[src/spi_frame_map.svh]
// constants for the spi frame port: widths, field positions, crc figures
`ifndef SPI_FRAME_MAP_SVH
`define SPI_FRAME_MAP_SVH

`define FRAME_W        32
`define FRAME_MSB      31
`define CNT_W          6
`define FRAME_BITS     6'h20
`define CNT_ZERO       6'h00
`define CNT_ONE        6'h01
`define MOSI_RW        31
`define MOSI_ADDR_HI   30
`define MOSI_ADDR_LO   23
`define MOSI_TM        22
`define MOSI_FC        21
`define MOSI_DATA_HI   20
`define MOSI_DATA_LO   5
`define CRC_HI         4
`define CRC_LO         0
`define CRC_W          5
`define CRC_SEED       5'h1f
`define CRC_POLY       5'h05
`define CRC_SKIP       21
`define RESP_RST       32'h0000_0011   // zero answer with its own crc
`define ADDR_W         8
`define DATA_W         16
`define FAULT_W        2
`define FIFO_DEPTH     8
`define FIFO_AW        3
`define CMD_W          25

`endif

[src/spi_frame_pkg.sv]
// types shared by the spi frame port
package spi_frame_pkg;
    typedef enum logic [1:0] {
        ST_IDLE,
        ST_FRAME,
        ST_CHECK,
        ST_APPLY
    } frame_state_t;
endpackage

[src/cmd_fifo.sv]
// small valid/ready fifo carrying accepted commands to the register side
`timescale 1ns/1ns
module cmd_fifo #(
    parameter int WIDTH = 25,
    parameter int DEPTH = 8,
    parameter int AW    = 3
) (
    input  wire logic             ref_clk,
    input  wire logic             rstn,
    input  wire logic             clk_en,
    input  wire logic             in_valid,
    output logic                  in_ready,
    input  wire logic [WIDTH-1:0] in_data,
    output logic                  out_valid,
    input  wire logic             out_ready,
    output logic      [WIDTH-1:0] out_data
);
    logic [WIDTH-1:0] mem [DEPTH];
    logic [AW:0]      wr_q;
    logic [AW:0]      wr_d;
    logic [AW:0]      rd_q;
    logic [AW:0]      rd_d;
    logic [WIDTH-1:0] out_q;
    logic [WIDTH-1:0] out_d;
    logic             push;
    logic             pop;
    logic             full;
    logic             empty;

    // full when pointers differ only in the wrap bit
    assign full  = (wr_q[AW] != rd_q[AW]) &&
                   (wr_q[AW-1:0] == rd_q[AW-1:0]);
    assign empty = (wr_q == rd_q);
    assign in_ready  = ~full;
    assign out_valid = ~empty;
    assign out_data  = out_q;
    assign push = in_valid & ~full;
    assign pop  = out_ready & ~empty;

    // next pointers; read data registered from the head slot
    always_comb
    begin
        wr_d  = wr_q;
        rd_d  = rd_q;
        out_d = mem[rd_q[AW-1:0]];
        if (push)
            wr_d = wr_q + 1'b1;
        if (pop)
        begin
            rd_d  = rd_q + 1'b1;
            out_d = mem[rd_d[AW-1:0]];
        end
        if (push && (wr_q == rd_d))
            out_d = in_data;   // write into slot about to be read
    end

    always_ff @(posedge ref_clk or negedge rstn)
    begin
        if (!rstn)
        begin
            wr_q  <= '0;
            rd_q  <= '0;
            out_q <= '0;
        end
        else if (clk_en)
        begin
            wr_q  <= wr_d;
            rd_q  <= rd_d;
            out_q <= out_d;
        end
    end

    // storage has no reset, only data
    always_ff @(posedge ref_clk)
    begin
        if (clk_en && push)
            mem[wr_q[AW-1:0]] <= in_data;
    end
endmodule

[src/spi_slave_frame_port.sv]
// 32-bit out-of-frame spi slave with crc, frame counter and length check
`timescale 1ns/1ns
`include "spi_frame_map.svh"

// Behaviour
// - each outgoing frame answers the previous chip-select period
// - frame opens on chip select falling, closes on it rising
// - with chip select high, clock and data ignored, sdo released
// - sdo changes on sclk rise, sdi captured on sclk fall
// - both directions shift most significant bit first
// - access bit: zero reads, one writes
// - outgoing: error, chip fault, address echo, data, crc
// - serial error bit reports outcome of previous incoming frame
// - two chip fault bits sent in every outgoing frame
// - echo last valid address and that register's contents
// - valid write updates register first, then loads output buffer
// - valid read leaves register, loads output buffer with contents
// - loaded buffer shifts out from next chip select fall
// - first frame after reset carries zero flags, address, data
// - star mode only, input never forwarded to output
// - crc x^5+x^2+1, seed all ones, msb first
// - crc covers bits 31 to 5 except bit 21: the toggle bit incoming, address echo bit 0 outgoing
// - bad length, toggle or crc sets error, frame discarded
module spi_slave_frame_port
    import spi_frame_pkg::*;
(
    input  wire logic                   ref_clk,
    input  wire logic                   rstn,
    input  wire logic                   clk_en,
    input  wire logic                   chip_select_n,
    input  wire logic                   sclk,
    input  wire logic                   sdi,
    output logic                        sdo_o,
    output logic                        sdo_oe,
    input  wire logic [`FAULT_W-1:0]    chip_fault_field,
    output logic                        reg_wr_q,
    output logic      [`ADDR_W-1:0]     reg_addr_q,
    output logic      [`DATA_W-1:0]     reg_wdata_q,
    input  wire logic [`DATA_W-1:0]     reg_rdata,
    output logic                        frame_err_q,
    output logic                        test_mode_flag_q
);
    // two-flop synchronisers for the three pins
    logic [1:0] cs_sync_q;
    logic [1:0] sck_sync_q;
    logic [1:0] sdi_sync_q;
    logic       cs_prev_q;
    logic       sck_prev_q;
    logic       cs_s;
    logic       sck_s;
    logic       sck_rise;
    logic       sck_fall;
    logic       cs_fall;
    logic       cs_rise;

    always_ff @(posedge ref_clk or negedge rstn)
    begin
        if (!rstn)
        begin
            cs_sync_q  <= 2'h3;
            sck_sync_q <= 2'h0;
            sdi_sync_q <= 2'h0;
            cs_prev_q  <= 1'b1;
            sck_prev_q <= 1'b0;
        end
        else if (clk_en)
        begin
            cs_sync_q  <= {cs_sync_q[0], chip_select_n};
            sck_sync_q <= {sck_sync_q[0], sclk};
            sdi_sync_q <= {sdi_sync_q[0], sdi};
            cs_prev_q  <= cs_sync_q[1];
            sck_prev_q <= sck_sync_q[1];
        end
    end

    // edges only count while selected; idle pin activity is dropped
    assign cs_s     = cs_sync_q[1];
    assign sck_s    = sck_sync_q[1];
    assign cs_fall  = cs_prev_q & ~cs_s;
    assign cs_rise  = ~cs_prev_q & cs_s;
    assign sck_rise = ~cs_s & ~sck_prev_q & sck_s;
    assign sck_fall = ~cs_s & sck_prev_q & ~sck_s;

    // crc step, msb first, used by receive and transmit paths
    function automatic logic [`CRC_W-1:0] crc_step(
        input logic [`CRC_W-1:0] crc,
        input logic              din
    );
        logic fb;
        fb = crc[`CRC_W-1] ^ din;
        crc_step = {crc[`CRC_W-2:0], 1'b0} ^ (fb ? `CRC_POLY : 5'h00);
    endfunction

    // crc over bits 31..5 except the toggle bit
    function automatic logic [`CRC_W-1:0] frame_crc(
        input logic [`FRAME_W-1:0] w
    );
        logic [`CRC_W-1:0] c;
        c = `CRC_SEED;
        for (int i = `FRAME_MSB; i >= `MOSI_DATA_LO; i--)
        begin
            if (i != `CRC_SKIP)
                c = crc_step(c, w[i]);
        end
        frame_crc = c;
    endfunction

    // frame engine state
    frame_state_t      st_q;
    frame_state_t      st_d;
    logic [`FRAME_W-1:0] rx_q;
    logic [`FRAME_W-1:0] rx_d;
    logic [`FRAME_W-1:0] tx_q;
    logic [`FRAME_W-1:0] tx_d;
    logic [`FRAME_W-1:0] obuf_q;
    logic [`FRAME_W-1:0] obuf_d;
    logic [`CNT_W-1:0]   nrise_q;
    logic [`CNT_W-1:0]   nrise_d;
    logic [`CNT_W-1:0]   nfall_q;
    logic [`CNT_W-1:0]   nfall_d;
    logic                fc_exp_q;
    logic                fc_exp_d;
    logic                err_q;
    logic                err_d;
    logic                sdo_q;
    logic                sdo_d;
    logic                oe_q;
    logic                oe_d;
    logic [`ADDR_W-1:0]  echo_q;
    logic [`ADDR_W-1:0]  echo_d;
    logic                tm_q;
    logic                tm_d;
    logic                frame_ok;
    logic                fifo_in_ready;
    logic                cmd_valid;
    logic                cmd_pop;
    logic [`CMD_W-1:0]   cmd_word;
    logic [`CMD_W-1:0]   cmd_in;
    logic [`FRAME_W-1:0] resp_word;

    // a frame is good only with 32 edges each way, right toggle, right crc
    assign frame_ok = (nrise_q == `FRAME_BITS)
                    && (nfall_q == `FRAME_BITS)
                    && (rx_q[`MOSI_FC] == fc_exp_q)
                    && (rx_q[`CRC_HI:`CRC_LO] == frame_crc(rx_q));

    // accepted command: rw, address, data
    assign cmd_in = {rx_q[`MOSI_RW], rx_q[`MOSI_ADDR_HI:`MOSI_ADDR_LO],
                     rx_q[`MOSI_DATA_HI:`MOSI_DATA_LO]};

    // response assembled from the register side, crc appended
    always_comb
    begin
        resp_word = '0;
        resp_word[`FRAME_MSB] = err_q;
        resp_word[`FRAME_MSB-1 -: `FAULT_W] = chip_fault_field;
        resp_word[`FRAME_MSB-1-`FAULT_W -: `ADDR_W] = echo_q;
        resp_word[`MOSI_DATA_HI:`MOSI_DATA_LO] = reg_rdata;
        resp_word[`CRC_HI:`CRC_LO] = frame_crc(resp_word);
    end

    // engine: shift on sclk edges, judge at close, apply via fifo
    always_comb
    begin
        st_d     = st_q;
        rx_d     = rx_q;
        tx_d     = tx_q;
        obuf_d   = obuf_q;
        nrise_d  = nrise_q;
        nfall_d  = nfall_q;
        fc_exp_d = fc_exp_q;
        err_d    = err_q;
        sdo_d    = sdo_q;
        oe_d     = oe_q;
        echo_d   = echo_q;
        tm_d     = tm_q;
        unique case (st_q)
            ST_IDLE:
            begin
                oe_d = 1'b0;
                if (cs_fall)
                begin
                    // previous answer starts out now, msb first
                    tx_d    = obuf_q;
                    sdo_d   = obuf_q[`FRAME_MSB];
                    oe_d    = 1'b1;
                    nrise_d = `CNT_ZERO;
                    nfall_d = `CNT_ZERO;
                    st_d    = ST_FRAME;
                end
            end
            ST_FRAME:
            begin
                if (sck_fall)
                begin
                    rx_d    = {rx_q[`FRAME_MSB-1:0], sdi_sync_q[1]};
                    nfall_d = nfall_q + `CNT_ONE;
                end
                if (sck_rise)
                begin
                    // first rise only counts; the msb stays on sdo until the second rise
                    if (nrise_q != `CNT_ZERO)
                    begin
                        tx_d  = {tx_q[`FRAME_MSB-1:0], 1'b0};
                        sdo_d = tx_q[`FRAME_MSB-1];
                    end
                    nrise_d = nrise_q + `CNT_ONE;
                end
                if (cs_rise)
                begin
                    oe_d = 1'b0;
                    st_d = ST_CHECK;
                end
            end
            ST_CHECK:
            begin
                if (!frame_ok)
                begin
                    err_d = 1'b1;
                    st_d  = ST_APPLY;
                end
                else if (fifo_in_ready)
                begin
                    // toggle bit expected to alternate from one accepted frame to the next
                    err_d    = 1'b0;
                    fc_exp_d = ~fc_exp_q;
                    tm_d     = rx_q[`MOSI_TM];
                    st_d     = ST_APPLY;
                end
            end
            ST_APPLY:
            begin
                // wait until the command has reached the register side
                if (!cmd_valid && !reg_wr_q)
                begin
                    obuf_d = resp_word;
                    st_d   = ST_IDLE;
                end
            end
            default:
                st_d = ST_IDLE;
        endcase
        if (cmd_pop)
            echo_d = cmd_word[`CMD_W-2 -: `ADDR_W];
    end

    // obuf resets to a zero answer that still carries a valid crc
    always_ff @(posedge ref_clk or negedge rstn)
    begin
        if (!rstn)
        begin
            st_q     <= ST_IDLE;
            rx_q     <= '0;
            tx_q     <= '0;
            obuf_q   <= `RESP_RST;
            nrise_q  <= `CNT_ZERO;
            nfall_q  <= `CNT_ZERO;
            fc_exp_q <= 1'b0;
            err_q    <= 1'b0;
            sdo_q    <= 1'b0;
            oe_q     <= 1'b0;
            echo_q   <= '0;
            tm_q     <= 1'b0;
        end
        else if (clk_en)
        begin
            st_q     <= st_d;
            rx_q     <= rx_d;
            tx_q     <= tx_d;
            obuf_q   <= obuf_d;
            nrise_q  <= nrise_d;
            nfall_q  <= nfall_d;
            fc_exp_q <= fc_exp_d;
            err_q    <= err_d;
            sdo_q    <= sdo_d;
            oe_q     <= oe_d;
            echo_q   <= echo_d;
            tm_q     <= tm_d;
        end
    end

    // sdo only ever carries the shift register, never sdi
    assign sdo_o  = sdo_q;
    assign sdo_oe = oe_q;
    assign frame_err_q      = err_q;
    assign test_mode_flag_q = tm_q;

    // push only good frames, so bad ones never reach registers
    cmd_fifo #(
        .WIDTH (`CMD_W),
        .DEPTH (`FIFO_DEPTH),
        .AW    (`FIFO_AW)
    ) u_cmd_fifo (
        .ref_clk   (ref_clk),
        .rstn      (rstn),
        .clk_en    (clk_en),
        .in_valid  ((st_q == ST_CHECK) && frame_ok),
        .in_ready  (fifo_in_ready),
        .in_data   (cmd_in),
        .out_valid (cmd_valid),
        .out_ready (cmd_pop),
        .out_data  (cmd_word)
    );

    // register strobe: write pulse for writes, address for both
    logic                reg_wr_d;
    logic [`ADDR_W-1:0]  reg_addr_d;
    logic [`DATA_W-1:0]  reg_wdata_d;

    assign cmd_pop = cmd_valid & ~reg_wr_q;

    always_comb
    begin
        reg_wr_d    = 1'b0;
        reg_addr_d  = reg_addr_q;
        reg_wdata_d = reg_wdata_q;
        if (cmd_pop)
        begin
            reg_wr_d    = cmd_word[`CMD_W-1];
            reg_addr_d  = cmd_word[`CMD_W-2 -: `ADDR_W];
            reg_wdata_d = cmd_word[`DATA_W-1:0];
        end
    end

    always_ff @(posedge ref_clk or negedge rstn)
    begin
        if (!rstn)
        begin
            reg_wr_q    <= 1'b0;
            reg_addr_q  <= '0;
            reg_wdata_q <= '0;
        end
        else if (clk_en)
        begin
            reg_wr_q    <= reg_wr_d;
            reg_addr_q  <= reg_addr_d;
            reg_wdata_q <= reg_wdata_d;
        end
    end
endmodule

[config.mk]
export PLATFORM = sky130hd
export DESIGN_NAME = spi_slave_frame_port
export DESIGN_NICKNAME = d
export VERILOG_FILES = /design/src/spi_frame_pkg.sv /design/src/cmd_fifo.sv /design/src/spi_slave_frame_port.sv
export VERILOG_INCLUDE_DIRS = /design/src
export SDC_FILE = /design/constraint.sdc
export NUM_CORES = 1
export LEC_CHECK = 0
export BUFFER_PORTS_ARGS = -buffer_cell sky130_fd_sc_hd__buf_2
export CAP_MARGIN = 25
export CORE_ASPECT_RATIO = 1.1
export CORE_MARGIN = 1
export CORE_UTILIZATION = 57
export CTS_BUF_LIST = sky130_fd_sc_hd__clkbuf_8 sky130_fd_sc_hd__clkbuf_16
export DETAILED_ROUTE_END_ITERATION = 10
export PLACE_DENSITY = 0.77
export SLEW_MARGIN = 20
export SYNTH_ARGS = -nofsm -noshare
export SYNTH_HDL_FRONTEND = slang
export SYNTH_HIERARCHICAL = 1
export SYNTH_SLANG_ARGS = --single-unit
[constraint.sdc]
create_clock -name ref_clk -period 6.2 [get_ports ref_clk]
set_clock_uncertainty 0.2 [all_clocks]
set_input_delay 0.62 -clock ref_clk [delete_from_list [all_inputs] [get_ports ref_clk]]
set_output_delay 0.62 -clock ref_clk [all_outputs]
set_load 0.05 [all_outputs]
**Yosys cells after proc, flatten, opt, wreduce, memory -nomap -nowiden**

Memory sizes are Yosys's and may differ from the RTL's.
Index checks and enable logic that the tools add are counted.

- $add $sub $neg: 4
- Equal/unequal tests: 19
- Multiplexer cells: 82
- Bitwise logic cells: 119
- Reduce and logical (&&, ||, !) cells: 23

Operators with widths:

| kind | number |
|---|---|
| XOR 5 x 3 -> 5 bit | 50 |
| two-way mux 3 bit | 52 |
| two-way mux 31 bit | 3 |
| case mux 31 bit (2 select lines) | 1 |
| two-way mux 25 bit | 2 |
| XOR 1 bit | 50 |
| case mux 6 bit (2 select lines) | 2 |
| two-way mux 6 bit | 3 |
| != test 2 bit, second input constant | 7 |
| adder 6 x 1 -> 6 bit, second input constant | 2 |
| == test 6 bit, second input constant | 2 |
| AND reduction 3 bit | 4 |
| AND reduction 4 bit | 3 |
| two-way mux 1 bit | 10 |
| two-way mux 2 bit | 5 |
| AND reduction 5 bit | 2 |
| bitwise AND 1 bit | 9 |
| adder 4 x 1 -> 4 bit, second input constant | 2 |
| == test 4 bit | 2 |
| logical AND 1 bit | 8 |
| inverter 1 bit | 8 |
| inverter 2 -> 4 bit | 2 |
| case mux 2 bit (4 select lines) | 1 |
| nonzero test 6 bit | 1 |
| other kinds (13) | 16 |

- Register bits after elaboration: 180
- Memory bits (writable): 200
- Input port bits: 24
- Output and inout bits: 29
- Logic and storage cells: 270
- Memories: 1

Memory list:

| name | words | width | rd ports | clocked after memory_dff | write ports | RTL line | source |
|---|---|---|---|---|---|---|---|
| u_cmd_fifo.mem | 8 | 25 | 2 | 0 | 1 | cmd_fifo.sv:18 | `logic [WIDTH-1:0] mem [DEPTH];` |

**Longest topological paths before layout**

- Word-level depth: 84
- Gate-level depth with buffers: 13
- Mapped depth without buffers: 12

**Hierarchy**

The synthesis kept the hierarchy.

Modules (own cells, without submodules):

| module | times used | cells an instance | area each (µm²) | seq. area each (µm²) |
|---|---|---|---|---|
| cmd_fifo | 1 | 648 | 11,049.3 | 6,831.6 |
| spi_slave_frame_port | 1 | 576 | 7,219.4 | 3,684.8 |

**Worst setup path before layout**

No wires, ideal clock.

- Path type: reg-to-reg
- From: register rx_q[19]
- To: memory u_cmd_fifo.mem[2][0], enable pin
- Library setup time: 0.438 ns
- Arrival: 5.187 ns
- Required time: 5.562 ns
- Setup slack: 0.375 ns
- Stages on the path, launching flop included: 13
- Path buffers: 1
- Clock period less this slack: 5.825 ns
- Cells stage by stage: dfrtp_1 > xnor3_2 > xor2_2 > xor3_2 > xnor3_1 > or4_1 > and4b_4 > or2_4 > nor2_1 > and3_1 > clkbuf_1 > nand2_1 > nor3_1

- Word-level cells in the longest chain between the ends: 32
- Elaborated cells between the ends (all ways): 44
- Classes of those cells: eq/ne: 1; mux: 13; bitwise: 27; reduce/logical: 3

Ends and longest elaborated chain:

| element | RTL line | source |
|---|---|---|
| start, declared | spi_slave_frame_port.sv:111 | `` logic [`FRAME_W-1:0] rx_q; `` |
| start signal, assigned | spi_slave_frame_port.sv:268 | `rx_q <= rx_d;` |
| XOR 1 bit * | spi_slave_frame_port.sv:90 | `` fb = crc[`CRC_W-1] ^ din; `` |
| two-way mux 3 bit * | spi_slave_frame_port.sv:91 | `` crc_step = {crc[`CRC_W-2:0], 1'b0} ^ (fb ? `CRC_POLY : 5'h00); `` |
| XOR 5 x 3 -> 5 bit * (3 in a row) | spi_slave_frame_port.sv:91 |  |
| XOR 1 bit or XOR 5 x 3 -> 5 bit (tied branches) | spi_slave_frame_port.sv:90, spi_slave_frame_port.sv:91 |  |
| two-way mux 3 bit or XOR 5 x 3 -> 5 bit (tied branches) | spi_slave_frame_port.sv:91 |  |
| XOR 5 x 3 -> 5 bit * (3 in a row) | spi_slave_frame_port.sv:91 |  |
| XOR 1 bit or XOR 5 x 3 -> 5 bit (tied branches) | spi_slave_frame_port.sv:90, spi_slave_frame_port.sv:91 |  |
| two-way mux 3 bit or XOR 5 x 3 -> 5 bit (tied branches) | spi_slave_frame_port.sv:91 |  |
| [12 not listed] | - |  |
| XOR 5 x 3 -> 5 bit * | spi_slave_frame_port.sv:91 |  |
| == test 5 bit * | spi_slave_frame_port.sv:145 | `` && (rx_q[`CRC_HI:`CRC_LO] == frame_crc(rx_q)); `` |
| logical AND 1 bit * | spi_slave_frame_port.sv:142 | `` assign frame_ok = (nrise_q == `FRAME_BITS) `` |
| logical AND 1 bit * | spi_slave_frame_port.sv:297 | `.in_valid ((st_q == ST_CHECK) && frame_ok),` |
| bitwise AND 1 bit * | cmd_fifo.sv:37 | `assign push = in_valid & ~full;` |
| logical AND 1 bit * | cmd_fifo.sv:76 | `if (clk_en && push)` |
| two-way mux 1 bit * | cmd_fifo.sv:76 |  |
| two-way mux 1 bit (implied by the code) * | cmd_fifo.sv:77 | `mem[wr_q[AW-1:0]] <= in_data;` |
| end, declared | cmd_fifo.sv:18 |  |

Every way passes the cells marked *; elsewhere a longest branch is shown, timed or not.

**Final worst setup path**

- From: register rx_q[19]
- To: memory u_cmd_fifo.mem[6][7], enable pin

Same word-level chain as after synthesis.

==> results.py <==
metrics = {
    "layout": {
        "nNetsFinal": 1303,
        "stdcell_count": 1720,
        "drive_gt1_share_pct": 29.5,
        "syn_to_final_growth_pct": 11.5,
        "regArea_mm2": 0.0105,
        "antenna_cells": 0,
        "multiInputGateArea_mm2": 0.00734,
        "num-fill-cells": 2190,
    },
    "sta": {
        "setup_viol": 0,
        "post-route-period-util_pct": 81.6,
        "rsz0062_at_grt": "false",
        "finalSetupTns_ns": 0,
        "fin_ws_ns": 1.14,
        "fin_crit_ns": 5.06,
        "fmax_mhz": 198,
        "drv_slew": 0,
        "relSlewSlack_pct": 35.5,
        "final-hold-violation-count": 0,
        "worst_pin_slew_ns": 0.959,
    },
    "synthesis": {
        "async_flop_share_pct": 47.4,
        "synth_edf_count": 200,
        "yosysSeqAreaShare_pct": 57.6,
        "syn-num-nets": 1258,
        "syn_area_per_cell_um2": 14.9,
        "synth_top_area_share_pct": 32.9,
        "synthFlopType": "edfxtp_1",
        "synth-seq-cells": 380,
        "synthCells": 1224,
        "synth_cell_types": 53,
        "yosysWarningCount": 6,
        "synthesis.area_mm2": 0.0183,
        "synthTopCellsByArea": "edfxtp_1 33%, dfrtp_1 24%, mux4_2 12%",
        "yosysTopAreaCell": "edfxtp_1",
    },
    "global_routing": {
        "grt-ovfl-total": 0,
        "grt_usage_pct": 24.9,
        "grt_max_degree": 118,
        "grt_pass1_vias": 11000,
        "grt_pass1_wl_mm": 62.4,
        "antenna_found_initial": 0,
    },
    "detailed_routing": {
        "dr.pass1.iters": 5,
        "drt_iter0_markers": 807,
        "ant_nets": 0,
        "dr_total_vias": 10500,
        "routed_wl_mm": 38.8,
        "viasPerCell": 6.09,
        "drt-wirelength-per-cell_um": 22.6,
        "drc": 0,
    },
    "clocking": {
        "clock-sinks": 380,
        "cts_root_buf": "clkbuf_16",
        "cts_tree": "built",
        "clkTransAtPathRegs_ns": 0.06,
        "cts_resized": 0,
        "ctsLongestPathBuffers": 3,
        "htreeDepth": 2,
        "cts_buffers": 39,
        "cts_setup_buffers": 0,
        "clock_latency_ns": 0.54,
    },
    "placed_design": {
        "portBuffers": 52,
        "post-place-ws_ns": 1.22,
        "place.gp.congestion": 0.778,
        "dp_hpwl_mm": 23.7,
        "dp.cells": 1645,
    },
    "die": {
        "ios": 53,
        "core_area_mm2": 0.0315,
        "num_rows": 68,
        "start_util_pct": 58.0,
        "die_w_um": 173,
        "die_h_um": 190,
        "die_area_mm2": 0.0328,
    },
    "worst_hold_path": {
        "hp-class": "input port to register",
        "hold_path_depth": 2,
    },
    "pwr": {
        "power.density_mw_per_mm2": 315,
        "ir_worst_vdd_v": 0.000178,
        "p_leak_nw": 7.89,
    },
    "worst_setup_path": {
        "worstPathArrival_ns": 5.05,
        "crit_path_start_kind": "register",
        "path_class": "register to register",
        "crit_path_start": "rx_q[19]",
        "crit_path_max_fanout": 21,
        "rrSetupSlack_ns": 1.14,
        "rr_worst_depth": 12,
        "endpoint_kind": "register",
        "rr_startpoint": "rx_q[19]",
        "endpoint": "u_cmd_fifo/mem[6][7]",
        "worstPathRequired_ns": 6.19,
        "r2r_end": "u_cmd_fifo/mem[6][7]",
    },
    "flow_run": {
        "max-cap-violations": 0,
    },
    "status": {
        "outcome": "finished, final reports clean",
    },
}
## cell type report
class	count	area share [%]
flip-flops and latches	380	51.7
multi-input cells	720	36.0
clock buffers	45	5.31
repair buffers	88	2.82
well taps	420	2.58
clock inverters	27	0.884
inverters	40	0.737
## cells by family (layout without fill, tap and decap cells)
group                      after synthesis  count (layout)  share of synthesized area, %
AOI/OAI and AO/OA                      107             107                          3.79
xor gates and xnor gates               118             118                          6.84
adders and majority gates               10              10                         0.685
buffers and inverters                  124             200                          2.89
DFF                                    380             380                          57.6
muxes                                  281             281                          23.0
and+or+nand+nor                        204             204                          5.24
## where the power goes
part	total, mW	leakage (nW)	internal [mW]	switching (mW)
logic	1.10	2.88	0.512	0.588
clock network	2.27	0.674	1.33	0.941
registers	3.04	4.34	2.89	0.151
total	6.41	7.89	4.73	1.68
## cells in the final DEF, fill, tap and decap left out, drive strengths merged, types with 3 or more instances in the layout
| master | instances |
|---|---|
| xor2 | 37 |
| xnor2 | 69 |
| nor3 | 5 |
| ha | 10 |
| mux4 | 100 |
| a21o | 3 |
| mux2 | 109 |
| dfstp | 5 |
| clkinv | 8 |
| nor2b | 3 |
| nand2b | 8 |
| nand4 | 5 |
| edfxtp | 200 |
| or2 | 3 |
| a21oi | 37 |
| and3 | 3 |
| or3 | 25 |
| nor2 | 106 |
| xnor3 | 10 |
| nor4b | 3 |
| o221ai | 13 |
| clkbuf | 46 |
| inv | 56 |
| mux2i | 72 |
| o21ai | 6 |
| buf | 86 |
| nand2 | 30 |
| a31oi | 25 |
| dfrtp | 175 |
| o22ai | 14 |
| nand3 | 5 |
## sequential cells by signal, summed over array words and instances (netlist names), 2 cells and up
signal and count:
u_cmd_fifo/mem 200, obuf_q 32, rx_q 32, tx_q 31, u_cmd_fifo/out_data 25, reg_wdata_q 16, reg_addr_q 8, nfall_q 6
nrise_q 6, u_cmd_fifo/rd_q 4, u_cmd_fifo/wr_q 4, cs_sync_q 2, sck_sync_q 2, sdi_sync_q 2, st_q 2
## stage by stage
step	instance area [µm²]	power, mW	hold slack, ns	util (%)
after floorplan	18300	3.92	0.124	-
after global placement	19100	4.14	0.261	60.5
after detailed placement	19100	4.18	0.271	60.5
after CTS	20300	6.45	0.0733	64.5
after global routing	20400	6.70	0.123	64.7
final	20400	6.41	0.131	64.7
## worst min path at each step
stage / start / to
2_1_floorplan: rstn / fc_exp_q
3_3_place_gp: sdo_oe / sdo_oe
3_5_place_dp: sdo_oe / sdo_oe
4_1_cts: rstn / reg_wdata_q[7]
5_1_grt: sclk / sck_sync_q[0]
6_report: sclk / sck_sync_q[0]
## what timing repair did
item / 4_1_cts / 5_1_grt
endpoints found under the hold margin: 0 / 47
endpoints found under the setup margin: 0 / 0
hold buffers: 0 / 1
## synth_stat cells (6+ instances only)
master,count
a21oi_1,37
a31oi_1,25
buf_1,7
buf_2,14
buf_4,12
clkbuf_1,51
dfrtp_1,175
edfxtp_1,200
ha_1,10
inv_1,40
mux2_2,107
mux2i_1,72
mux4_2,100
nand2_1,30
nand2b_1,8
nor2_1,106
o21ai_0,6
o221ai_1,13
o22ai_1,14
or3_1,25
xnor2_1,67
xnor3_1,9
xor2_1,33
## critical path, cell delays in order (launching register included)
cell	delay [ns]
dfrtp_1	0.59
xnor3_2	0.43
xor2_2	0.20
xor3_2	0.50
xnor3_1	0.39
or4_1	0.53
and4b_4	0.23
or2_4	0.26
nor2_1	0.20
and3_1	0.31
nand2_1	0.19
nor2_2	0.28
buf_4	0.38
## metal layers
metal / wire [µm] / GRT usage [%] / share of wire, %
met1: 16400 / 33.9 / 42
met3: 2490 / 3.70 / 6.4
met4: 935 / 7.79 / 2.4
met5: 0 / 0 / 0
met2: 19000 / 41.7 / 49
Power figures use the tool's default switching activity.
